==> src/hdl/ccwvs_pkg.sv <==
// Shared constants for the channel-command setup interpreter
package ccwvs_pkg;

  // Register byte offsets on the APB
  localparam logic [7:0] OFS_CMD      = 8'h00;
  localparam logic [7:0] OFS_RESULT   = 8'h04;
  localparam logic [7:0] OFS_CTRL     = 8'h08;
  localparam logic [7:0] OFS_LEN      = 8'h0c;
  localparam logic [7:0] OFS_STATUS   = 8'h10;
  localparam logic [7:0] OFS_STAT_OK  = 8'h14;
  localparam logic [7:0] OFS_INFO_SEL = 8'h18;
  localparam logic [7:0] OFS_INFO     = 8'h1c;
  localparam logic [7:0] OFS_FEAT_SEL = 8'h20;
  localparam logic [7:0] OFS_FEAT_DEV = 8'h24;
  localparam logic [7:0] OFS_FEAT_DRV = 8'h28;
  localparam logic [2:0] REGION_PAYLOAD = 3'h2;  // 0x40..0x5c, address bits [7:5]
  localparam logic [2:0] REGION_CONFIG  = 3'h3;  // 0x60..0x7c, address bits [7:5]

  // Result register bit positions
  localparam int RES_DONE     = 0;
  localparam int RES_REJECT   = 1;
  localparam int RES_REV_SET  = 2;
  localparam int RES_REV1     = 3;
  localparam int RES_CLASSIC  = 4;
  localparam int RES_ADAPTER  = 5;
  localparam int RES_CONF_IND = 6;

  // Control register bit positions and reset values
  localparam int         CTRL_TRANSITIONAL = 0;
  localparam int         CTRL_SCH_ENABLE   = 1;
  localparam logic       TRANSITIONAL_RESET = 1'b1;
  localparam logic [7:0] STAT_OK_RESET      = 8'hff;

  // Channel command codes
  localparam logic [7:0] OP_NOOP         = 8'h03;
  localparam logic [7:0] OP_SET_VQ       = 8'h13;
  localparam logic [7:0] OP_VDEV_RESET   = 8'h33;
  localparam logic [7:0] OP_SET_IND      = 8'h43;
  localparam logic [7:0] OP_SET_CONF_IND = 8'h53;
  localparam logic [7:0] OP_SET_IND_ADPT = 8'h73;
  localparam logic [7:0] OP_READ_FEAT    = 8'h12;
  localparam logic [7:0] OP_WRITE_FEAT   = 8'h11;
  localparam logic [7:0] OP_READ_CONF    = 8'h22;
  localparam logic [7:0] OP_WRITE_CONF   = 8'h21;
  localparam logic [7:0] OP_WRITE_STATUS = 8'h31;
  localparam logic [7:0] OP_READ_VQ_CONF = 8'h32;
  localparam logic [7:0] OP_SET_REV      = 8'h83;

  // Least payload lengths in bytes
  localparam logic [5:0] LEN_REV      = 6'h04;
  localparam logic [5:0] LEN_VQ_CONF  = 6'h04;
  localparam logic [5:0] LEN_SET_VQ   = 6'h20;
  localparam logic [5:0] LEN_SET_VQ0  = 6'h10;
  localparam logic [5:0] LEN_STATUS   = 6'h01;
  localparam logic [5:0] LEN_FEAT     = 6'h05;
  localparam logic [5:0] LEN_IND      = 6'h08;
  localparam logic [5:0] LEN_ADAPTER  = 6'h19;

  // Revision values
  localparam logic [15:0] REV_LEGACY = 16'h0000;
  localparam logic [15:0] REV_ONE    = 16'h0001;

  // Info selector fields (info_sel[4:0])
  localparam logic [4:0] INF_DESC_LO  = 5'h00;
  localparam logic [4:0] INF_DESC_HI  = 5'h01;
  localparam logic [4:0] INF_AVAIL_LO = 5'h02;
  localparam logic [4:0] INF_AVAIL_HI = 5'h03;
  localparam logic [4:0] INF_USED_LO  = 5'h04;
  localparam logic [4:0] INF_USED_HI  = 5'h05;
  localparam logic [4:0] INF_NUM      = 5'h06;
  localparam logic [4:0] INF_ALIGN    = 5'h07;
  localparam logic [4:0] INF_IND_LO   = 5'h08;
  localparam logic [4:0] INF_IND_HI   = 5'h09;
  localparam logic [4:0] INF_CIND_LO  = 5'h0a;
  localparam logic [4:0] INF_CIND_HI  = 5'h0b;
  localparam logic [4:0] INF_SUM_LO   = 5'h0c;
  localparam logic [4:0] INF_SUM_HI   = 5'h0d;
  localparam logic [4:0] INF_AREA_LO  = 5'h0e;
  localparam logic [4:0] INF_AREA_HI  = 5'h0f;
  localparam logic [4:0] INF_BIT_LO   = 5'h10;
  localparam logic [4:0] INF_BIT_HI   = 5'h11;
  localparam logic [4:0] INF_ISC      = 5'h12;

endpackage

==> src/hdl/ccwvs_setup.sv <==
// Decided for this implementation: the placing of the registers and the APB register port.
`timescale 1ns/1ps
module ccwvs_setup #(
  parameter int          NUM_QUEUES    = 4,
  parameter int          FEAT_WORDS    = 2,
  parameter int          CFG_WORDS     = 4,
  parameter logic [15:0] QUEUE_MAX_NUM = 16'h0100
) (
  // Clock and reset
  input  wire logic        pclk,
  input  wire logic        presetn,
  // APB slave
  input  wire logic        psel,
  input  wire logic        penable,
  input  wire logic        pwrite,
  input  wire logic [7:0]  paddr,
  input  wire logic [31:0] pwdata,
  output logic             pready,
  output logic             pslverr,
  output logic [31:0]      prdata
);
  import ccwvs_pkg::*;

  typedef struct packed {
    logic                             pready;
    logic                             pslverr;
    logic [31:0]                      prdata;
    logic [7:0]                       last_cmd;
    logic                             done;
    logic                             reject;
    logic                             rev_set;
    logic                             rev1;
    logic                             ind_classic;
    logic                             ind_adapter;
    logic                             conf_ind_set;
    logic                             transitional;
    logic                             sch_en;
    logic [5:0]                       len;
    logic [7:0]                       dev_status;
    logic [7:0]                       stat_ok;
    logic [15:0]                      info_sel;
    logic [7:0]                       feat_sel;
    logic [7:0][31:0]                 payload;
    logic [CFG_WORDS-1:0][31:0]       cfg;
    logic [FEAT_WORDS-1:0][31:0]      dev_feat;
    logic [FEAT_WORDS-1:0][31:0]      drv_feat;
    logic [NUM_QUEUES-1:0][63:0]      q_desc;
    logic [NUM_QUEUES-1:0][63:0]      q_avail;
    logic [NUM_QUEUES-1:0][63:0]      q_used;
    logic [NUM_QUEUES-1:0][15:0]      q_num;
    logic [NUM_QUEUES-1:0][31:0]      q_align;
    logic [63:0]                      ind_addr;
    logic [63:0]                      conf_ind_addr;
    logic [63:0]                      sum_addr;
    logic [63:0]                      area_addr;
    logic [63:0]                      bit_nr;
    logic [7:0]                       isc;
  } ccwvs_state_type;

  ccwvs_state_type s_reg;
  ccwvs_state_type s_next;

  logic       dec_known;
  logic       dec_transport;
  logic [5:0] dec_len;
  logic       eff_rev1;

  // Little-endian feature word sits byte-reversed in the big-endian payload
  function automatic logic [31:0] swap32(input logic [31:0] w);
    swap32 = {w[7:0], w[15:8], w[23:16], w[31:24]};
  endfunction

  // Queue index check shared by query and placement
  function automatic logic q_ok(input logic [15:0] idx);
    q_ok = (32'(idx) < NUM_QUEUES);
  endfunction

  // A command issued before any revision runs as revision 0 on the legacy path
  assign eff_rev1 = s_reg.rev_set ? s_reg.rev1 : 1'b0;

  ccwvs_decode #(
    .CFG_WORDS (CFG_WORDS)
  ) u_decode (
    .op        (pwdata[7:0]),
    .rev1      (eff_rev1),
    .known     (dec_known),
    .transport (dec_transport),
    .exp_len   (dec_len)
  );

  // Bus decode, register writes and command execution
  always_comb begin
    logic        acc_wr;
    logic        setup;
    logic        rej;
    logic        exec;
    logic [7:0]  op;
    logic [15:0] qi;
    logic [7:0]  fi;
    logic [3:0]  iq;
    s_next = s_reg;
    acc_wr = psel & penable & s_reg.pready & pwrite;
    setup  = psel & ~penable;
    rej    = 1'b0;
    exec   = 1'b0;
    op     = pwdata[7:0];
    qi     = 16'h0000;
    fi     = 8'h00;
    iq     = s_reg.info_sel[11:8];

    // Answer is prepared in the setup cycle so pready can come from a flop
    s_next.pready  = setup;
    s_next.pslverr = 1'b0;
    if (setup) begin
      s_next.prdata = 32'h0000_0000;
      if (paddr[7:5] == REGION_PAYLOAD) begin
        s_next.prdata = s_reg.payload[paddr[4:2]];
      end else if (paddr[7:5] == REGION_CONFIG) begin
        if (32'(paddr[4:2]) < CFG_WORDS) begin
          s_next.prdata = s_reg.cfg[paddr[4:2]];
        end else begin
          s_next.pslverr = 1'b1;
        end
      end else begin
        unique case (paddr)
          OFS_CMD:      s_next.prdata = {24'h00_0000, s_reg.last_cmd};
          OFS_RESULT:   s_next.prdata = {25'h000_0000, s_reg.conf_ind_set, s_reg.ind_adapter,
                                         s_reg.ind_classic, s_reg.rev1, s_reg.rev_set,
                                         s_reg.reject, s_reg.done};
          OFS_CTRL:     s_next.prdata = {30'h0000_0000, s_reg.sch_en, s_reg.transitional};
          OFS_LEN:      s_next.prdata = {26'h000_0000, s_reg.len};
          OFS_STATUS:   s_next.prdata = {24'h00_0000, s_reg.dev_status};
          OFS_STAT_OK:  s_next.prdata = {24'h00_0000, s_reg.stat_ok};
          OFS_INFO_SEL: s_next.prdata = {16'h0000, s_reg.info_sel};
          OFS_FEAT_SEL: s_next.prdata = {24'h00_0000, s_reg.feat_sel};
          OFS_FEAT_DEV: s_next.prdata = (32'(s_reg.feat_sel) < FEAT_WORDS) ?
                                        s_reg.dev_feat[s_reg.feat_sel] : 32'h0000_0000;
          OFS_FEAT_DRV: s_next.prdata = (32'(s_reg.feat_sel) < FEAT_WORDS) ?
                                        s_reg.drv_feat[s_reg.feat_sel] : 32'h0000_0000;
          OFS_INFO: begin
            if (32'(iq) < NUM_QUEUES) begin
              unique case (s_reg.info_sel[4:0])
                INF_DESC_LO:  s_next.prdata = s_reg.q_desc[iq][31:0];
                INF_DESC_HI:  s_next.prdata = s_reg.q_desc[iq][63:32];
                INF_AVAIL_LO: s_next.prdata = s_reg.q_avail[iq][31:0];
                INF_AVAIL_HI: s_next.prdata = s_reg.q_avail[iq][63:32];
                INF_USED_LO:  s_next.prdata = s_reg.q_used[iq][31:0];
                INF_USED_HI:  s_next.prdata = s_reg.q_used[iq][63:32];
                INF_NUM:      s_next.prdata = {16'h0000, s_reg.q_num[iq]};
                INF_ALIGN:    s_next.prdata = s_reg.q_align[iq];
                default:      s_next.prdata = 32'h0000_0000;
              endcase
            end
            unique case (s_reg.info_sel[4:0])
              INF_IND_LO:  s_next.prdata = s_reg.ind_addr[31:0];
              INF_IND_HI:  s_next.prdata = s_reg.ind_addr[63:32];
              INF_CIND_LO: s_next.prdata = s_reg.conf_ind_addr[31:0];
              INF_CIND_HI: s_next.prdata = s_reg.conf_ind_addr[63:32];
              INF_SUM_LO:  s_next.prdata = s_reg.sum_addr[31:0];
              INF_SUM_HI:  s_next.prdata = s_reg.sum_addr[63:32];
              INF_AREA_LO: s_next.prdata = s_reg.area_addr[31:0];
              INF_AREA_HI: s_next.prdata = s_reg.area_addr[63:32];
              INF_BIT_LO:  s_next.prdata = s_reg.bit_nr[31:0];
              INF_BIT_HI:  s_next.prdata = s_reg.bit_nr[63:32];
              INF_ISC:     s_next.prdata = {24'h00_0000, s_reg.isc};
              default:     ;
            endcase
          end
          default:      s_next.pslverr = 1'b1;
        endcase
      end
    end

    // Plain register writes; read-only registers ignore writes
    if (acc_wr) begin
      if (paddr[7:5] == REGION_PAYLOAD) begin
        s_next.payload[paddr[4:2]] = pwdata;
      end else if (paddr[7:5] == REGION_CONFIG) begin
        if (32'(paddr[4:2]) < CFG_WORDS) begin
          s_next.cfg[paddr[4:2]] = pwdata;
        end
      end else begin
        unique case (paddr)
          OFS_CTRL: begin
            s_next.transitional = pwdata[CTRL_TRANSITIONAL];
            s_next.sch_en       = pwdata[CTRL_SCH_ENABLE];
            if (pwdata[CTRL_SCH_ENABLE] & ~s_reg.sch_en) begin
              s_next.rev_set = 1'b0;
              s_next.rev1    = 1'b0;
            end
          end
          OFS_LEN:      s_next.len = pwdata[5:0];
          OFS_STAT_OK:  s_next.stat_ok = pwdata[7:0];
          OFS_INFO_SEL: s_next.info_sel = pwdata[15:0];
          OFS_FEAT_SEL: s_next.feat_sel = pwdata[7:0];
          OFS_FEAT_DEV: begin
            if (32'(s_reg.feat_sel) < FEAT_WORDS) begin
              s_next.dev_feat[s_reg.feat_sel] = pwdata;
            end
          end
          default: ;
        endcase
      end
    end

    // Command gate: revision handling decides whether the body runs
    if (acc_wr && paddr == OFS_CMD) begin
      s_next.last_cmd = op;
      s_next.done     = 1'b1;
      if (!dec_known) begin
        rej = 1'b1;
      end else if (!dec_transport) begin
        rej = 1'b0;
      end else if (op == OP_SET_REV) begin
        // Revision may be chosen once per enablement; legacy mode also lands here
        if (s_reg.rev_set || s_reg.len < LEN_REV || s_reg.payload[0][15:0] != 16'h0000) begin
          rej = 1'b1;
        end else if (s_reg.payload[0][31:16] == REV_ONE) begin
          s_next.rev_set = 1'b1;
          s_next.rev1    = 1'b1;
        end else if (s_reg.payload[0][31:16] == REV_LEGACY && s_reg.transitional) begin
          s_next.rev_set = 1'b1;
          s_next.rev1    = 1'b0;
        end else begin
          rej = 1'b1;
        end
      end else if (!s_reg.rev_set && !s_reg.transitional) begin
        rej = 1'b1;
      end else begin
        if (!s_reg.rev_set) begin
          s_next.rev_set = 1'b1;
          s_next.rev1    = 1'b0;
        end
        // Short payloads fail; long ones are accepted
        if (s_reg.len < dec_len) begin
          rej = 1'b1;
        end else begin
          exec = 1'b1;
        end
      end
    end

    // Command bodies; payload is a big-endian byte stream, byte 0 in bits 31:24 of word 0
    if (exec) begin
      unique case (op)
        OP_READ_VQ_CONF: begin
          qi = s_reg.payload[0][31:16];
          s_next.payload[0][15:0] = q_ok(qi) ? QUEUE_MAX_NUM : 16'h0000;
        end
        OP_SET_VQ: begin
          qi = s_reg.payload[3][31:16];
          if (!q_ok(qi) || s_reg.payload[3][15:0] > QUEUE_MAX_NUM) begin
            rej = 1'b1;
          end else begin
            // Word 2 is the reserved field on revision 1 and is read only as the alignment on revision 0
            s_next.q_desc[qi[3:0]] = {s_reg.payload[0], s_reg.payload[1]};
            s_next.q_num[qi[3:0]]  = s_reg.payload[3][15:0];
            if (eff_rev1) begin
              s_next.q_avail[qi[3:0]] = {s_reg.payload[4], s_reg.payload[5]};
              s_next.q_used[qi[3:0]]  = {s_reg.payload[6], s_reg.payload[7]};
            end else begin
              s_next.q_align[qi[3:0]] = s_reg.payload[2];
            end
          end
        end
        OP_WRITE_STATUS: begin
          // Bits outside the acceptable mask leave the status untouched
          if ((s_reg.payload[0][31:24] & ~s_reg.stat_ok) != 8'h00) begin
            rej = 1'b1;
          end else begin
            s_next.dev_status = s_reg.payload[0][31:24];
          end
        end
        OP_READ_FEAT: begin
          fi = s_reg.payload[1][31:24];
          s_next.payload[0] = (32'(fi) < FEAT_WORDS) ? swap32(s_reg.dev_feat[fi]) : 32'h0000_0000;
        end
        OP_WRITE_FEAT: begin
          fi = s_reg.payload[1][31:24];
          if (32'(fi) < FEAT_WORDS) begin
            s_next.drv_feat[fi] = swap32(s_reg.payload[0]);
          end
        end
        OP_READ_CONF: begin
          for (int i = 0; i < CFG_WORDS; i++) begin
            s_next.payload[i] = s_reg.cfg[i];
          end
        end
        OP_WRITE_CONF: begin
          for (int i = 0; i < CFG_WORDS; i++) begin
            s_next.cfg[i] = s_reg.payload[i];
          end
        end
        OP_SET_IND: begin
          if (s_reg.ind_adapter) begin
            rej = 1'b1;
          end else begin
            s_next.ind_addr    = {s_reg.payload[0], s_reg.payload[1]};
            s_next.ind_classic = 1'b1;
          end
        end
        OP_SET_CONF_IND: begin
          s_next.conf_ind_addr = {s_reg.payload[0], s_reg.payload[1]};
          s_next.conf_ind_set  = 1'b1;
        end
        OP_SET_IND_ADPT: begin
          if (s_reg.ind_classic) begin
            rej = 1'b1;
          end else begin
            // Bit number counts from the MSB of the area's first byte
            s_next.sum_addr    = {s_reg.payload[0], s_reg.payload[1]};
            s_next.area_addr   = {s_reg.payload[2], s_reg.payload[3]};
            s_next.bit_nr      = {s_reg.payload[4], s_reg.payload[5]};
            s_next.isc         = s_reg.payload[6][31:24];
            s_next.ind_adapter = 1'b1;
          end
        end
        OP_VDEV_RESET: begin
          s_next.dev_status   = 8'h00;
          s_next.ind_classic  = 1'b0;
          s_next.ind_adapter  = 1'b0;
          s_next.conf_ind_set = 1'b0;
          s_next.q_desc       = '0;
          s_next.q_avail      = '0;
          s_next.q_used       = '0;
          s_next.q_num        = '0;
          s_next.q_align      = '0;
        end
        default: ;
      endcase
    end

    if (acc_wr && paddr == OFS_CMD) begin
      s_next.reject = rej;
    end
  end

  // State register; reset loads constants only
  always_ff @(posedge pclk or negedge presetn) begin
    if (!presetn) begin
      s_reg              <= '0;
      s_reg.stat_ok      <= STAT_OK_RESET;
      s_reg.transitional <= TRANSITIONAL_RESET;
    end else begin
      s_reg <= s_next;
    end
  end

  assign pready  = s_reg.pready;
  assign pslverr = s_reg.pslverr;
  assign prdata  = s_reg.prdata;

endmodule

==> src/hdl/ccwvs_decode.sv <==
`timescale 1ns/1ps
// Classifies a channel command code and gives its least payload length
module ccwvs_decode #(
  parameter int CFG_WORDS = 4
) (
  // Command
  input  wire logic [7:0] op,
  input  wire logic       rev1,
  // Classification
  output logic            known,
  output logic            transport,
  output logic [5:0]      exp_len
);
  import ccwvs_pkg::*;

  localparam logic [5:0] CFG_BYTES = 6'(CFG_WORDS * 4);

  // Unknown codes fall through as neither known nor transport specific
  always_comb begin
    known     = 1'b1;
    transport = 1'b1;
    exp_len   = 6'h00;
    unique case (op)
      OP_NOOP:         transport = 1'b0;
      OP_SET_REV:      exp_len = LEN_REV;
      OP_READ_VQ_CONF: exp_len = LEN_VQ_CONF;
      OP_SET_VQ:       exp_len = rev1 ? LEN_SET_VQ : LEN_SET_VQ0;
      OP_WRITE_STATUS: exp_len = LEN_STATUS;
      OP_READ_FEAT,
      OP_WRITE_FEAT:   exp_len = LEN_FEAT;
      OP_READ_CONF,
      OP_WRITE_CONF:   exp_len = CFG_BYTES;
      OP_SET_IND,
      OP_SET_CONF_IND: exp_len = LEN_IND;
      OP_SET_IND_ADPT: exp_len = LEN_ADAPTER;
      OP_VDEV_RESET:   exp_len = 6'h00;
      default: begin
        known     = 1'b0;
        transport = 1'b0;
      end
    endcase
  end

endmodule

==> config.mk <==
export PLATFORM = sky130hd
export DESIGN_NAME = ccwvs_setup
export DESIGN_NICKNAME = d
export VERILOG_FILES = /design/src/hdl/ccwvs_pkg.sv /design/src/hdl/ccwvs_setup.sv /design/src/hdl/ccwvs_decode.sv
export SDC_FILE = /design/constraint.sdc
export NUM_CORES = 2
export LEC_CHECK = 0
export BUFFER_PORTS_ARGS = -buffer_cell sky130_fd_sc_hd__buf_2
export CAP_MARGIN = 0
export CORE_ASPECT_RATIO = 0.5
export CORE_UTILIZATION = 53
export CTS_CLUSTER_SIZE = 16
export DETAILED_ROUTE_END_ITERATION = 12
export GPL_TIMING_DRIVEN = 0
export MAX_ROUTING_LAYER = met4
export PLACE_DENSITY_LB_ADDON = 0.12
export SYNTH_ARGS = -nofsm -noshare
export SYNTH_HDL_FRONTEND = slang
export SYNTH_SLANG_ARGS = --single-unit
==> constraint.sdc <==
create_clock -name pclk -period 3.75 [get_ports pclk]
set_clock_uncertainty 0.2 [all_clocks]
set_input_delay 0.5625 -clock pclk [delete_from_list [all_inputs] [get_ports pclk]]
set_output_delay 0.5625 -clock pclk [all_outputs]
set_load 0.02 [all_outputs]
==> run summary <==
CTS tree - done
Status - finished with violations
Layout Utilization - 61.78%
Kind of critical path - primary input to flop
Post-synth EDFFs - 0
Max clock buf depth - 4
Hold Worst Slack - -0.4094 ns
Floorplan row count - 104
Critical Path Source Type - primary input
Starting Density - 53.86%
Compound-Gate Fraction of Synth Area - 14.45%
Max VDD drop - 0.3749 mV
Fmax - 249.3 MHz
Cells after Synth - 6233
Buf/Inv on CP - 6
Drt drc - 0
Netlist cell types - 82
CP most frequent cell - buf_2
Vias in the first global route - 65.16k
Routed wl met3 - 88.49 mm
Tot GR Track Use - 53.21%
Mapped Area - 87470 um2
Worst path cell trace - buf_2 > buf_2 > buf_2 > buf_12 > clkbuf_4 > clkbuf_2 > nand3_1 > o21ai_0 > a31oi_1 > o21ai_0 > nor4_4 > a21oi_1
Largest register FFs - 1863
DRT Wirelength - 431.7 mm
Clk sink count - 1897
Die Footprint - 166800 um2
Setup_tns - -15.47 ns
Share of cells above drive strength 1 - 33.58%
Via density per instance - 7.643
Worst Max-Slew Pin Slew - 1.653 ns
Synth Area in Adders - 0.05722%
Nets - 6621
Pre-Repair DR Iteration Count - 9
Power Dens Cells - 416.2 nW/um2
Core area - 162400 um2
Number of buffers created by CTS - 178
Commonest non-fill, non-tap cells in the layout - dfrtp_1, a22o_1, mux2_2
Part of the cycle the worst path needs - 107.0%
Crit-path slowest cell - clkbuf_2
Ys Warns - 0
Initial antenna violation count - 66
Area growth from synthesis to layout - 14.71%
PortBufs - 74
Drt first-iter violations - 10.79k
Pin count of the biggest net entering global routing - 183
RSZ-0062 raised after global routing - yes
WL/cell - 48.23 um
Syn avg cell area - 14.03 um2
Die X - 576.5 um
Final hold viol count - 268
Slowest stage delay, CP - 0.55 ns
Final WS setup - -0.2609 ns
Met2 wire length - 159.0 mm
Total grt overflow - 0
Die height - 289.3 um
Routed Antenna Nets - 0
Leakage - 46.69 nW
Cell family with most CP delay - buffers and inverters
Placer congestion estimate - 1.080
Syn_nets - 6282
Hold_buf cts - 27
Hold Crit Class - primary input to asynchronous set/reset pin
Worst EP required - 4.26 ns
Slew headroom - -10.21%
Filler Cells Inserted - 12.32k
Crit path DAT - 4.52 ns
Max_cap viols - 11
Worst slack, placed - -2.744 ns
HPWL after detailed placement - 319.8 mm
Clock transition at path regs - 0.07 ns
Clk_lat worst skew - 0.86 ns
Slew Viols, Final - 121
Crit-path max FO - 10
Number of synthesized register bits - 1897
Post-synthesis xor/xnor area fraction - 0%
Wl on met1 - 160.4 mm
Setup-failing EPs final - 576
Via Count - 68.40k
Post-synthesis mux area share - 24.30%
DR top layer - met4
Io pins - 79
Most common cell after layout, fill and taps aside - dfrtp_1
Largest family of logic cells by synthesized area - multiplexers
Sequential cell area fraction in the yosys report - 54.29%
Predominant post-synthesis flop cell - dfrtp_1
CTS root buf - clkbuf_16
Post-Synth Simple-Gate Area - 3.090%
Failing checks - negative hold slack, max-capacitance violations, max-slew violations, negative setup slack
First-pass GRT wire length - 573.2 mm
Endpoint class of the critical path - flop
Htree depth - 4
Post-synth ARST share - 100.0%
Crit path time final - 4.011 ns
## layer usage
layer,GRT usage [%],up-vias
li1,-,24900
met3,38.11,1186
met4,23.49,0
met2,63.72,6078
met5,-,-
met1,66.01,36240
## timing repair
item | in CTS | in global routing
endpoints found under the hold margin | 185 | 268
endpoints found under the setup margin | 1742 | 1619
pin swaps | 15 | 21
cloned | 0 | 3
resized for setup | 450 | 319
buffers inserted | 16 | 19
## synth_stat cells, types with 21 or more instances
master / n / area, um2
o21ai_0: 65 / 325.3
a21oi_1: 81 / 405.4
nor4_1: 24 / 150.1
buf_4: 53 / 397.9
nand4_1: 21 / 131.4
mux2_2: 875 / 9853
clkbuf_1: 336 / 1261
nor3_1: 28 / 140.1
dfrtp_1: 1888 / 47250
a22oi_1: 189 / 1419
mux2_1: 183 / 2061
and2_1: 34 / 212.7
a31oi_1: 31 / 193.9
buf_1: 67 / 251.5
nor2_1: 129 / 484.2
a22o_1: 971 / 8504
nand2b_1: 23 / 143.9
and3_1: 22 / 137.6
buf_2: 167 / 835.8
mux2i_1: 188 / 1882
buf_6: 45 / 506.7
o22ai_1: 38 / 237.7
inv_1: 23 / 86.33
nand3_1: 33 / 165.2
mux4_2: 331 / 7455
nand2_1: 113 / 424.2
a221oi_1: 36 / 315.3
## metrics by stage
| step | total power, mW | instances | hold WS [ns] | cell area [um2] |
|---|---|---|---|---|
| final | 41.76 | 8950 | -0.4094 | 100300 |
| after global routing | 42.41 | 8929 | -0.3348 | 100300 |
| after CTS | 41.41 | 8861 | -0.3427 | 99120 |
| after detailed placement | 22.82 | 8513 | 0.2518 | 91520 |
| after global placement | 22.76 | 8480 | 0.2469 | 90720 |
| after floorplan | 21.60 | 6233 | 0.06691 | 87630 |
## power by group
| group | internal (mW) | switching, mW |
|---|---|---|
| logic | 0.453 | 1.39 |
| clock network | 10.5 | 8.59 |
| registers | 20.6 | 0.231 |
## cell families (layout without fill, tap and decap cells)
logic type               after synthesis  in the layout
multiplexers                        1577           1577
AO/OA/AOI/OAI                       1551           1551
flip-flops                          1897           1897
adder cells (fa/ha/maj)                4              4
AND/OR/NAND/NOR                      513            513
other                                  0             70
buffers and inverters                691           1165
## final timing paths
| path | startpoint | cells after the start | to | slack, ns |
|---|---|---|---|---|
| max | paddr[2] | 12 | prdata[3] | -0.26 |
| min | presetn | 2 | s_reg[1455] | -0.41 |
| max reg2reg | s_reg[1811] | 9 | prdata[7] | -0.15 |
| min reg2reg | s_reg[1854] | 1 | s_reg[1854] | 0.27 |
| max in group asynchronous | presetn | 6 | s_reg[901] | 0.50 |
| min in group pclk | paddr[7] | 3 | pslverr | 0.04 |
## layout make-up
class / instances / area [um2] / share of cell area [%]
diodes: 70 / 175.2 / 0.1746
plain buffers: 655 / 4642 / 4.626
repair buffers: 172 / 1808 / 1.802
clock inverters: 43 / 550.5 / 0.5487
inverters: 23 / 86.33 / 0.08605
clock buffers: 272 / 5291 / 5.274
flip-flops and latches: 1897 / 47490 / 47.33
multi-input cells: 3645 / 37570 / 37.44
well taps: 2173 / 2719 / 2.710
## worst register-to-register path, stage by stage (launching register included)
cell and delay (ns):
dfrtp_1 0.48, clkbuf_2 0.27, or3_4 0.54, nor2_2 0.41, clkbuf_4 0.40, clkbuf_4 0.36, a22oi_1 0.20, a41oi_4 0.63
nor4_4 0.14, a21oi_1 0.18
Power figures use the tool's default switching activity.
